### src/inc/trim_pkg.sv
package trim_pkg;

    // ==================================================
    // Bus layout
    localparam int ADDR_W = 12;
    localparam int DATA_W = 32;
    localparam logic [11:0] TRIM_OFS = 12'h000;
    localparam logic [11:0] STATUS_OFS = 12'h004;
    localparam logic [11:0] SECONDS_OFS = 12'h008;

    // ==================================================
    // Trim register fields
    localparam int PERIOD_SEL_BIT = 7;
    localparam int TRIM_MSB = 6;
    localparam logic [7:0] TRIM_RESET = 8'h00;

    // ==================================================
    // Status register fields
    localparam int STAT_ACTIVE_LSB = 0;
    localparam int STAT_SEC_LSB = 8;
    localparam int STAT_MODE_LSB = 16;
    localparam int STAT_PENDING_BIT = 18;

    // ==================================================
    // Timekeeping
    localparam int OSC_COUNTS_PER_SEC = 32768;
    localparam logic [5:0] PERIOD_SHORT_S = 6'h14;
    localparam logic [5:0] PERIOD_LONG_S = 6'h3C;
    localparam int UNIT_SHIFT = 1;
    localparam logic [7:0] LOSS_BASE = 8'h80;
    localparam logic [6:0] LOSS_NOP_A = 7'h40;
    localparam logic [6:0] LOSS_NOP_B = 7'h41;
    localparam logic [6:0] GAIN_BASE = 7'h01;

    typedef enum logic [1:0] {
        ADJ_NONE = 2'b00,
        ADJ_REMOVE = 2'b01,
        ADJ_ADD = 2'b10
    } adj_mode_t;

endpackage : trim_pkg

### src/inc/osc_if.sv
`timescale 1ns/1ps

interface osc_if;
    logic tick;
    logic level;

    modport source
    (
        output tick,
        output level
    );

    modport sink
    (
        input tick,
        input level
    );
endinterface : osc_if

### src/design/osc_sampler.sv
`timescale 1ns/1ps

module osc_sampler
(
    input wire logic clk,
    input wire logic rst_n,
    input wire logic crystal_in,
    osc_if.source osc
);
    import trim_pkg::*;

    logic sync1_q;
    logic sync2_q;
    logic prev_q;
    logic tick_q;
    logic level_q;

    // ==================================================
    // Two-stage synchroniser for the crystal pin
    always_ff @(posedge clk)
    begin
        if (!rst_n)
        begin
            sync1_q <= 1'b0;
            sync2_q <= 1'b0;
        end
        else
        begin
            sync1_q <= crystal_in;
            sync2_q <= sync1_q;
        end
    end

    // ==================================================
    // Rising edge marks one oscillator count
    always_ff @(posedge clk)
    begin
        if (!rst_n)
        begin
            prev_q <= 1'b0;
            tick_q <= 1'b0;
            level_q <= 1'b0;
        end
        else
        begin
            prev_q <= sync2_q;
            tick_q <= sync2_q & ~prev_q;
            level_q <= sync2_q;
        end
    end

    assign osc.tick = tick_q;
    assign osc.level = level_q;

endmodule : osc_sampler

### src/design/timekeeping_trim_logic.sv
`timescale 1ns/1ps

// Operation
// - Period select 0 corrects every 20 seconds
// - Period select 1 corrects every 60 seconds
// - Trim bits 6..1 zero disable correction
// - Trim is 7-bit signed code, bits 0-6
// - 20 s unit equals about 3.051 ppm
// - 60 s unit equals about 1.017 ppm
// - Sub-clock output follows crystal continuously
// - Loss codes are 128 minus magnitude
// - Trim never alters sub-clock output frequency
module timekeeping_trim_logic
#(
    parameter int SEC_COUNTS = trim_pkg::OSC_COUNTS_PER_SEC
)
(
    input wire logic clk,
    input wire logic rst_n,
    input wire logic psel,
    input wire logic penable,
    input wire logic pwrite,
    input wire logic [trim_pkg::ADDR_W-1:0] paddr,
    input wire logic [trim_pkg::DATA_W-1:0] pwdata,
    input wire logic [3:0] pstrb,
    output logic [trim_pkg::DATA_W-1:0] prdata,
    output logic pready,
    output logic pslverr,
    input wire logic crystal_in,
    output logic crystal_out,
    output logic sub_clock_out,
    output logic second_tick
);
    import trim_pkg::*;

    localparam logic [17:0] BASE_LEN = 18'(SEC_COUNTS);

    // ==================================================
    // Helper functions
    function automatic adj_mode_t adjust_mode(input logic [6:0] code);
        adj_mode_t m;
        m = ADJ_NONE;
        if (code[TRIM_MSB:1] == 6'h00)
        begin
            m = ADJ_NONE;
        end
        else if (!code[TRIM_MSB])
        begin
            m = ADJ_ADD;
        end
        else if (code == LOSS_NOP_A || code == LOSS_NOP_B)
        begin
            m = ADJ_NONE;
        end
        else
        begin
            m = ADJ_REMOVE;
        end
        return m;
    endfunction : adjust_mode

    // Two counts per unit; a fast crystal (gain) lengthens the second
    function automatic logic [7:0] adjust_amount(input logic [6:0] code);
        logic [7:0] mag;
        mag = 8'h00;
        case (adjust_mode(code))
            ADJ_ADD:
            begin
                mag = {1'b0, code - GAIN_BASE};
            end
            ADJ_REMOVE:
            begin
                mag = LOSS_BASE - {1'b0, code};
            end
            default:
            begin
                mag = 8'h00;
            end
        endcase
        return 8'(mag << UNIT_SHIFT);
    endfunction : adjust_amount

    function automatic logic [17:0] second_length(input logic [6:0] code);
        logic [17:0] len;
        len = BASE_LEN;
        case (adjust_mode(code))
            ADJ_REMOVE:
            begin
                len = BASE_LEN - {10'h000, adjust_amount(code)};
            end
            ADJ_ADD:
            begin
                len = BASE_LEN + {10'h000, adjust_amount(code)};
            end
            default:
            begin
                len = BASE_LEN;
            end
        endcase
        return len;
    endfunction : second_length

    function automatic logic [5:0] period_length(input logic sel);
        return sel ? PERIOD_LONG_S : PERIOD_SHORT_S;
    endfunction : period_length

    function automatic logic is_addr(input logic [ADDR_W-1:0] a, input logic [11:0] ofs);
        return a == ofs;
    endfunction : is_addr

    // ==================================================
    // Oscillator sampling
    osc_if osc ();

    osc_sampler u_osc
    (
        .clk(clk),
        .rst_n(rst_n),
        .crystal_in(crystal_in),
        .osc(osc)
    );

    // ==================================================
    // Declarations
    logic [7:0] trim_q;
    logic [7:0] active_q;
    logic pending_q;
    logic [17:0] sub_cnt_q;
    logic [5:0] sec_q;
    logic [31:0] seconds_q;
    logic tick_q;
    logic clk_out_q;
    logic xtal_out_q;
    logic [DATA_W-1:0] rdata_q;
    logic setup;
    logic access;
    logic wr_trim;
    logic mapped;
    logic last_sec;
    logic [17:0] cur_len;
    logic sec_end;
    logic period_end;

    // ==================================================
    // APB decode
    assign setup = psel & ~penable;
    assign access = psel & penable;
    assign mapped = is_addr(paddr, TRIM_OFS) | is_addr(paddr, STATUS_OFS)
                    | is_addr(paddr, SECONDS_OFS);
    assign wr_trim = access & pwrite & pstrb[0] & is_addr(paddr, TRIM_OFS);
    assign pready = 1'b1;
    assign pslverr = access & ~mapped;
    assign prdata = rdata_q;

    // Read data captured in the setup cycle
    always_ff @(posedge clk)
    begin
        if (!rst_n)
        begin
            rdata_q <= 32'h0000_0000;
        end
        else if (setup && !pwrite)
        begin
            rdata_q <= 32'h0000_0000;
            if (is_addr(paddr, TRIM_OFS))
            begin
                rdata_q[7:0] <= trim_q;
            end
            else if (is_addr(paddr, STATUS_OFS))
            begin
                rdata_q[STAT_ACTIVE_LSB +: 8] <= active_q;
                rdata_q[STAT_SEC_LSB +: 6] <= sec_q;
                rdata_q[STAT_MODE_LSB +: 2] <= adjust_mode(active_q[TRIM_MSB:0]);
                rdata_q[STAT_PENDING_BIT] <= pending_q;
            end
            else if (is_addr(paddr, SECONDS_OFS))
            begin
                rdata_q <= seconds_q;
            end
        end
    end

    // ==================================================
    // Trim register, software side
    always_ff @(posedge clk)
    begin
        if (!rst_n)
        begin
            trim_q <= TRIM_RESET;
        end
        else if (wr_trim)
        begin
            trim_q <= pwdata[7:0];
        end
    end

    // ==================================================
    // Second and period boundaries
    assign last_sec = sec_q == period_length(active_q[PERIOD_SEL_BIT]) - 6'h01;
    assign cur_len = last_sec ? second_length(active_q[TRIM_MSB:0]) : BASE_LEN;
    assign sec_end = osc.tick & (sub_cnt_q == cur_len - 18'h0_0001);
    assign period_end = sec_end & last_sec;

    // Oscillator counts within the current second
    always_ff @(posedge clk)
    begin
        if (!rst_n)
        begin
            sub_cnt_q <= 18'h0_0000;
        end
        else if (sec_end)
        begin
            sub_cnt_q <= 18'h0_0000;
        end
        else if (osc.tick)
        begin
            sub_cnt_q <= sub_cnt_q + 18'h0_0001;
        end
    end

    // Position inside the correction period
    always_ff @(posedge clk)
    begin
        if (!rst_n)
        begin
            sec_q <= 6'h00;
        end
        else if (period_end)
        begin
            sec_q <= 6'h00;
        end
        else if (sec_end)
        begin
            sec_q <= sec_q + 6'h01;
        end
    end

    // Elapsed seconds and one-second pulse
    always_ff @(posedge clk)
    begin
        if (!rst_n)
        begin
            seconds_q <= 32'h0000_0000;
            tick_q <= 1'b0;
        end
        else
        begin
            tick_q <= sec_end;
            if (sec_end)
            begin
                seconds_q <= seconds_q + 32'h0000_0001;
            end
        end
    end

    // ==================================================
    // Trim setting in force, swapped only at a period boundary
    always_ff @(posedge clk)
    begin
        if (!rst_n)
        begin
            active_q <= TRIM_RESET;
        end
        else if (period_end)
        begin
            active_q <= trim_q;
        end
    end

    // Pending flag: a write in the boundary cycle stays pending
    always_ff @(posedge clk)
    begin
        if (!rst_n)
        begin
            pending_q <= 1'b0;
        end
        else if (wr_trim)
        begin
            pending_q <= 1'b1;
        end
        else if (period_end)
        begin
            pending_q <= 1'b0;
        end
    end

    // ==================================================
    // Crystal-side outputs, untouched by the trim path
    always_ff @(posedge clk)
    begin
        if (!rst_n)
        begin
            clk_out_q <= 1'b0;
            xtal_out_q <= 1'b1;
        end
        else
        begin
            clk_out_q <= osc.level;
            xtal_out_q <= ~osc.level;
        end
    end

    assign sub_clock_out = clk_out_q;
    assign crystal_out = xtal_out_q;
    assign second_tick = tick_q;

endmodule : timekeeping_trim_logic

### config.mk
export PLATFORM = sky130hd
export DESIGN_NAME = timekeeping_trim_logic
export DESIGN_NICKNAME = d
export VERILOG_FILES = /design/src/inc/trim_pkg.sv /design/src/inc/osc_if.sv /design/src/design/osc_sampler.sv /design/src/design/timekeeping_trim_logic.sv
export SDC_FILE = /design/constraint.sdc
export NUM_CORES = 1
export LEC_CHECK = 0
export BUFFER_PORTS_ARGS = -buffer_cell sky130_fd_sc_hd__buf_2
export CORE_ASPECT_RATIO = 0.5
export CORE_UTILIZATION = 55
export CTS_CLUSTER_DIAMETER = 200
export CTS_CLUSTER_SIZE = 24
export DETAILED_ROUTE_END_ITERATION = 6
export HOLD_SLACK_MARGIN = 0.03
export PLACE_DENSITY = 0.78
export SLEW_MARGIN = 20
export SYNTH_ARGS = -nofsm -noshare
export SYNTH_HDL_FRONTEND = slang
export SYNTH_SLANG_ARGS = --single-unit
### constraint.sdc
create_clock -name clk -period 4.9 [get_ports clk]
set_input_delay 0.98 -clock clk [delete_from_list [all_inputs] [get_ports clk]]
set_output_delay 0.98 -clock clk [all_outputs]
set_load 0.02 [all_outputs]
==> results.md, run 1 <==
GRT:
- Entering global routing, the biggest net connects 112 pins.
- The final global-route overflow total is 0.
- The number of antenna violations at the first check in global routing is 0.
- The wire length of the first global-routing pass is 25.6 mm.
- For this run, the total global-route usage over all layers was measured as 0.240.
- The via count of the first global-routing pass is 5375.

Cells and area:
- The library cell used most frequently in the layout, excluding fill and tap cells, is sky130_fd_sc_hd__dfxtp_1.
- The proportion of layout cells with a drive suffix above 1 is 0.183.
- In the layout the commonest cells are 112 x sky130_fd_sc_hd__dfxtp_1, 107 x sky130_fd_sc_hd__nand2_1, 62 x sky130_fd_sc_hd__mux2i_1, 61 x sky130_fd_sc_hd__buf_2, 43 x sky130_fd_sc_hd__nand3_1.
- The net count of the finished layout is 893.
- Fill cells in the final layout number 1033.
- From synthesis to final layout, the design area changed by 10.9%.
- The diode insertion count for antenna repair is 0.

STA:
- Subtracting the final worst setup slack from the clock period gives 4.58 ns.
- Setup repair after global routing left no endpoint under its margin.
- The upper clock frequency limit is 218 MHz.
- In the finished design, the share of the clock period the worst path needs comes to 0.934.
- The actual transition at the worst max-transition pin is 0.939 ns.
- The count of final max-slew check failures is 0.
- The worst clock skew on the final layout is 0.0143 ns.
- The worst pin sits at a relative slew slack of 0.374.
- The number of hold violations in the final report was 0.
- The final-layout setup total negative slack is 0 ns.
- Setup violations remaining at the end of the flow were counted as 0.
- Final hold analysis gives a worst-case slack of 0.426 ns.

Power:
- The power per cell area is 225 mW/mm².
- The worst ir drop on vdd is 0.143 mV.
- The leakage power total is 2.59 nW.
- The overall power consumption is 1.71 mW.

Logic synthesis:
- The post-synthesis register bit count is 112.
- Ranked by total cell area, the synthesized netlist is headed by sky130_fd_sc_hd__dfxtp_1 33%, sky130_fd_sc_hd__mux2i_1 9.0%, sky130_fd_sc_hd__nand2_1 5.9%.
- The top-area cell type share of the netlist area is 0.327.
- The number of flops mapped to enable cells by yosys is 0.
- For this run, the leading register cell type out of synthesis is sky130_fd_sc_hd__dfxtp_1.
- In this run the cell area of the synthesized design comes to 0.00686 mm².
- The number of nets produced by synthesis is 865.
- Each instance of the synthesized netlist takes up on average 8.54 µm².
- The sequential share of the synthesized area is 0.327.
- The fraction of registers with async set or reset after synthesis is 0.
- The most area-hungry cell type in the Yosys netlist is sky130_fd_sc_hd__dfxtp_1.
- The number of unique standard cell types used by synthesis is 72.
- Yosys printed 0 warnings.
- The instance count of the mapped netlist is 803.

Critical path:
- The top fanout value on the critical path is 25.
- The endpoint arrival time on the critical path is 4.87 ns.
- The data required time of the critical path is 5.19 ns.
- The setup check on the worst reg-to-reg path leaves a slack of 0.32 ns.
- The endpoint identified for the worst register-to-register timing path is seconds_q[23].
- On the worst path, the slowest cell contributes a delay of 0.62 ns.
- The category of the critical setup timing path is flip-flop to flip-flop.
- On the critical path, the stage with the largest delay is an instance of sky130_fd_sc_hd__or4_1.
- The kind of launch point of the worst setup path is a flip-flop.
- The count of buffer and inverter cells on the critical path is 3.
- In this run the critical register-to-register path is launched from active_q[2].
- The capturing element type of the critical path is a flip-flop.
- The signal on the critical path passes through buf_4 -> or4_1 -> o22ai_1 -> o211a_1 -> a21oi_1 -> nor2_1 -> ha_1 -> nor3_1 -> a21oi_1 -> or3_1 -> a21oi_2 -> a21oi_1 -> mux2i_1 -> nand4_2 -> buf_4 -> buf_4 -> nor4_2 -> mux2i_1.
- The worst register-to-register path has a depth of 18.
- In this design, the largest share of critical-path delay is due to simple AND/OR/NAND/NOR gates.

Placement:
- The count of input and output buffers is 62.
- The final estimated routing congestion in global placement is 0.936.
- The half-perimeter wire length of the detailed placement result is 10.6 mm.

Hold path:
- Counting instances, the worst hold path has a depth of 1.
- The worst hold path begins at u_osc.prev_q.
- The hold-critical path endpoint is crystal_out.
- The class of the worst hold path is flip-flop to flip-flop.

Route:
- The final wirelength is 15.3 mm.
- The via count is 5969.
- The number of optimization iterations in the first detailed-route pass is 5.
- The average wire per cell in the routed design is 15.3 µm.
- In the routed design, unresolved DRC markers number 0.
- The vias per cell is 5.96.
- Once detail routing completed, the nets flagged for antenna violations numbered 0.
- For this block, the initial DRC count from the detailed router was 618.

CTS:
- The clock latency on the worst-skew pair is 0.36 ns.
- The number of buffers added by the clock tree synthesis step is 9.
- Clock-pin slew was measured on the worst setup and hold paths at 0.08 ns.
- The clock passes through at most 2 buffers.
- The count of clock tree sinks is 112.
- TritonCTS built the clock tree.
- CTS built an H-tree with a depth of 3.
- The post-CTS setup repair buffer count is 0.
- CTS placed an instance of sky130_fd_sc_hd__clkbuf_16 at the clock tree root.

Die:
- The I/O pin count is 91.
- The die covers 0.0130 mm².
- The floorplan step defined a core boundary enclosing 0.0120 mm².
- The initial cell density of the core is 0.573.
- In this run the horizontal extent of the chip is 160 µm.
- The number of cell rows is 28.
- In this run the vertical extent of the chip is 81.0 µm.

Outcome:
- The run finished with clean final reports.

Flow run:
- Max-cap violations in this run came to 0.
[worst reg2reg max path: stages, from the launching register on]
cell and delay [ns]:
sky130_fd_sc_hd__dfxtp_1 0.35, sky130_fd_sc_hd__buf_4 0.19, sky130_fd_sc_hd__or4_1 0.62, sky130_fd_sc_hd__o22ai_1 0.30, sky130_fd_sc_hd__o211a_1 0.29, sky130_fd_sc_hd__a21oi_1 0.09, sky130_fd_sc_hd__nor2_1 0.14, sky130_fd_sc_hd__ha_1 0.25
sky130_fd_sc_hd__nor3_1 0.13, sky130_fd_sc_hd__a21oi_1 0.08, sky130_fd_sc_hd__or3_1 0.38, sky130_fd_sc_hd__a21oi_2 0.20, sky130_fd_sc_hd__a21oi_1 0.11, sky130_fd_sc_hd__mux2i_1 0.19, sky130_fd_sc_hd__nand4_2 0.13, sky130_fd_sc_hd__buf_4 0.28
sky130_fd_sc_hd__buf_4 0.27, sky130_fd_sc_hd__nor4_2 0.29, sky130_fd_sc_hd__mux2i_1 0.22
[layout make-up]
class / count / area, µm² / area share
multi-input cells: 614 / 4320 / 0.568
flip-flops and latches: 112 / 2240 / 0.295
repair buffers: 84 / 507 / 0.0666
clock buffers: 10 / 229 / 0.0301
well taps: 165 / 206 / 0.0271
clock inverters: 6 / 62.6 / 0.00822
inverters: 10 / 37.5 / 0.00493
[metal layers]
metal	share of wire	vias to the layer above	track usage	routed length [µm]
met1	0.48	2869	0.306	7340
li1	-	2946	-	-
met4	0.013	0	0.0600	204
met3	0.038	24	0.0465	575
met5	0	-	0	0
met2	0.47	130	0.422	7160
[what timing repair did]
action,4_1_cts,5_1_grt
hold buffers,0,0
resized for setup,0,5
endpoints found under the setup margin,0,66
[sequential cells by signal, summed over array words and instances, names as in the netlist, 6 cells and up]
name       flops
prdata        32
seconds_q     32
sub_cnt_q     18
active_q       8
trim_q         8
sec_q          6
[kinds of logic (layout without fill, tap and decap cells)]
family,count (synthesis),in the layout,synth area share
other,1,1,0.000547
and+or+nand+nor,389,389,0.344
AOI/OAI and AO/OA,123,123,0.133
xor gates and xnor gates,31,31,0.0396
buffers and inverters,77,110,0.0505
DFF,112,112,0.327
adders and majority gates,8,8,0.0146
muxes,62,62,0.0904
[synth_stat cells, drive strengths merged (5+ instances only)]
master	count
a21boi	19
a21oi	16
a22o	9
a22oi	15
a31oi	6
and2	12
and3	21
and4	6
buf	22
clkbuf	45
dfxtp	112
ha	8
inv	10
mux2i	62
nand2	108
nand2b	36
nand3	43
nand4	15
nor2	16
nor2b	29
nor3	16
nor3b	20
nor4	35
nor4b	6
o211ai	7
o21ai	19
or3	8
or4	5
xnor2	15
xor2	16
[report_power, final]
part	internal (mW)	switching, mW	leakage, nW
Combinational	0.0269	0.0408	1.55
Sequential	0.914	0.00625	0.903
Clock	0.359	0.368	0.142
Total	1.30	0.415	2.59
[through the flow]
step / worst slack [ns] / cells / util / area [µm²]
floorplan: 0.524 / 803 / - / 6860
global placement: 0.283 / 985 / 0.608 / 7290
detailed placement: 0.202 / 985 / 0.608 / 7290
CTS: 0.200 / 1001 / 0.633 / 7580
global route: 0.0137 / 1001 / 0.635 / 7610
finish: 0.321 / 1001 / 0.635 / 7610
[worst max-delay path by stage]
stage | startpoint | end | slack [ns] | depth (start not counted)
6_report | active_q[2] | seconds_q[23] | 0.32 | 18
5_1_grt | active_q[2] | seconds_q[26] | 0.01 | 18
4_1_cts | active_q[1] | seconds_q[11] | 0.20 | 19
3_5_place_dp | active_q[1] | seconds_q[11] | 0.20 | 19
3_3_place_gp | active_q[1] | seconds_q[15] | 0.28 | 19
2_1_floorplan | active_q[0] | sec_q[2] | 0.52 | 20
(Power assumes the default switching activity.)
==> run 2: changes to the inputs <==
- CORE_MARGIN: unset -> 2
==> results.md, run 2 (synthesized netlist as in run 1, its figures left out) <==
CTS:
- The clock input transition at the sequential cells of the worst setup and hold paths was 0.07 ns (about the same).
- The number of buffers added by the clock tree synthesis step is 9 (unchanged).
- TritonCTS built the clock tree.
- The H-tree depth reported by CTS is 3 (unchanged).
- The root buffer cell is sky130_fd_sc_hd__clkbuf_16.
- The clock latency on the worst-skew pair was 0.36 ns (about the same).
- The post-cts repair resize count is 0 (unchanged).
- The maximum buffer depth of the clock tree is 2 (unchanged).
- The total of hold buffers inserted after clock tree synthesis was 0 (unchanged).
- The count of clock tree sinks is 112 (unchanged).
- The post-CTS setup repair buffer count is 0 (unchanged).

Critical path:
- The delay of the slowest critical-path stage was 0.60 ns (-0.02 ns).
- The top fanout value on the critical path was 21 (-16%).
- The capturing element type of the critical path is a flip-flop.
- The data required time of the critical path came to 5.18 ns (about the same).
- The critical path is of the flip-flop to flip-flop type.
- The count of buffer and inverter cells on the critical path is 3 (unchanged).
- The endpoint arrival time on the critical path is 4.87 ns (about the same).
- The critical path's slowest cell is sky130_fd_sc_hd__or4_1.
- The kind of cell adding the most delay to the critical path is simple AND/OR/NAND/NOR gates.
- The worst setup path is launched from a flip-flop.
- The critical path goes through buf_4 -> or4_1 -> o22ai_1 -> o211a_1 -> a21oi_1 -> nor2_1 -> ha_1 -> nor3_1 -> a21oi_1 -> or3_1 -> a21oi_1 -> a21oi_1 -> mux2i_1 -> nand4_2 -> buf_6 -> nor4_2 -> buf_4 -> mux2i_1.
- By instance count, the cell type seen most on the critical path is sky130_fd_sc_hd__a21oi_1.

Cells and area:
- The net count reported at finish is 896 (+0.34%).
- The final cell count without fillers came to 1004 (+0.30%).
- In the layout the commonest cells are 112 x sky130_fd_sc_hd__dfxtp_1, 107 x sky130_fd_sc_hd__nand2_1, 62 x sky130_fd_sc_hd__mux2i_1, 61 x sky130_fd_sc_hd__buf_2, 43 x sky130_fd_sc_hd__nand3_1.
- The count of fill cells added during filler insertion is 1044 (+1.1%).
- The synthesis-to-finish area growth is 11.6%.
- The final design instance area without fill is 0.00766 mm² (+0.64%).
- The register area is 0.00224 mm² (unchanged).
- Leaving out fill and tap cells, the most frequent cell in the layout is sky130_fd_sc_hd__dfxtp_1.
- The area of the multi-input gates came to 0.00432 mm² (-0.17%).
- The diode insertion count for antenna repair is 0 (unchanged).
- The final core utilization is 0.639 (+0.00407).
- The proportion of layout cells with a drive suffix above 1 was 0.187 (+0.00411).

Route:
- The initial DRC count was 562 (-9.1%).
- The final routed DRC violation total is 0 (unchanged).
- The via count is 6056 (+1.5%).
- The number of nets with antenna violations after detailed routing is 0 (unchanged).
- The average wire per cell in the routed design is 15.4 µm (+0.66%).
- The final wirelength is 15.4 mm (+0.96%).
- The vias per cell is 6.03 (+1.2%).
- The number of optimization iterations in the first detailed-route pass is 5 (unchanged).

Placement:
- The final estimated routing congestion in global placement was 0.901 (-3.8%).
- The half-perimeter wire length of the detailed placement result is 10.8 mm (+2.2%).
- The count of input and output buffers is 62 (unchanged).
- The number of cells after detailed placement is 988 (+0.30%).
- The placed standard-cell area came to 0.00731 mm² (+0.31%).
- The setup slack at placement is 0.230 ns (+0.0284 ns).

STA:
- The actual transition at the worst max-transition pin is 0.775 ns (-0.164 ns).
- The setup slack of the critical path after layout is 0.303 ns (-0.0177 ns).
- The upper clock frequency limit came to 218 MHz (-0.39%).
- The relative slew slack is 0.483 (+0.110).
- The number of hold violations in the final report is 0 (unchanged).
- The period utilization was 0.938 (+0.00362).
- The setup violation total in the final timing report is 0 (unchanged).
- The final hold slack is 0.422 ns (-0.00406 ns).
- The final-layout setup total negative slack is 0 ns (unchanged).
- The final period demand of the worst path is 4.60 ns (+0.0177 ns).
- The count of final max-slew check failures is 0 (unchanged).
- The worst clock skew on the final layout is 0.0131 ns (-0.00113 ns).

GRT:
- The largest net degree at the start of global routing is 93 (-17%).
- The via count of the first global-routing pass is 5446 (+1.3%).
- The all-layer global routing usage is 0.233 (-0.00719).
- The wire length of the first global-routing pass is 26.2 mm (+2.4%).
- The final global-route overflow total is 0 (unchanged).
- The number of antenna violations at the first check in global routing came to 0 (unchanged).

Outcome:
- The run finished with clean final reports.

Die:
- The full die area is 0.0134 mm² (+3.8%).
- The core region area is 0.0120 mm² (unchanged).
- The number of cell rows was 28 (unchanged).
- The floorplan die width is 162 µm (+1.3%).
- The initial cell density of the core is 0.573 (unchanged).
- The I/O pin count came to 91 (unchanged).
- The die outline height was 83.0 µm (+2.5%).

Flow run:
- The number of maximum-capacitance constraint violations is 0 (unchanged).

Power:
- The worst ir drop on vdd is 0.200 mV (+39%).
- The power per cell area is 233 mW/mm² (+3.2%).
- The overall power consumption came to 1.78 mW (+3.9%).
- The leakage power total is 2.62 nW (+1.1%).

Hold path:
- The min-delay analysis places its worst path in the category flip-flop to flip-flop.
## run 2: layout make-up
class,instances,share of cell area
Timing Repair Buffer,87,0.0691
Tap cell,165,0.0270
Clock buffer,9,0.0294
Clock inverter,7,0.0131
Multi-Input combinational cell,614,0.564
Sequential cell,112,0.293
Inverter,10,0.00490
## run 2: final timing paths
kind / startpoint / to / slack [ns] / cells after the start
min: u_osc.prev_q / u_osc.osc.tick / 0.42 / 1
min reg2reg: u_osc.prev_q / u_osc.osc.tick / 0.42 / 1
max: active_q[2] / active_q[3] / 0.30 / 18
max reg2reg: active_q[2] / active_q[3] / 0.30 / 18
## run 2: power by group
group | leakage [nW] | total (mW) | switching (mW) | internal [mW]
Sequential | 0.903 | 0.921 | 0.00698 | 0.914
Clock | 0.158 | 0.792 | 0.378 | 0.414
Combinational | 1.56 | 0.0671 | 0.0404 | 0.0267
## run 2: layer usage
layer / GRT usage / share of wire / wire length [µm] / vias to the layer above
met4: 0.0628 / 0.012 / 187 / 0
met3: 0.0495 / 0.043 / 666 / 21
met5: 0 / 0 / 0 / -
met1: 0.314 / 0.46 / 7140 / 2951
li1: - / - / - / 2949
met2: 0.377 / 0.48 / 7440 / 135
## run 2: worst register-to-register path, stage by stage, from the launching register on
cell                      delay (ns)
sky130_fd_sc_hd__dfxtp_1        0.31
sky130_fd_sc_hd__buf_4          0.18
sky130_fd_sc_hd__or4_1          0.61
sky130_fd_sc_hd__o22ai_1        0.31
sky130_fd_sc_hd__o211a_1        0.29
sky130_fd_sc_hd__a21oi_1        0.09
sky130_fd_sc_hd__nor2_1         0.12
sky130_fd_sc_hd__ha_1           0.24
sky130_fd_sc_hd__nor3_1         0.15
sky130_fd_sc_hd__a21oi_1        0.09
sky130_fd_sc_hd__or3_1          0.35
sky130_fd_sc_hd__a21oi_1        0.24
sky130_fd_sc_hd__a21oi_1        0.13
sky130_fd_sc_hd__mux2i_1        0.20
sky130_fd_sc_hd__nand4_2        0.21
sky130_fd_sc_hd__buf_6          0.26
sky130_fd_sc_hd__nor4_2         0.25
sky130_fd_sc_hd__buf_4          0.26
sky130_fd_sc_hd__mux2i_1        0.22
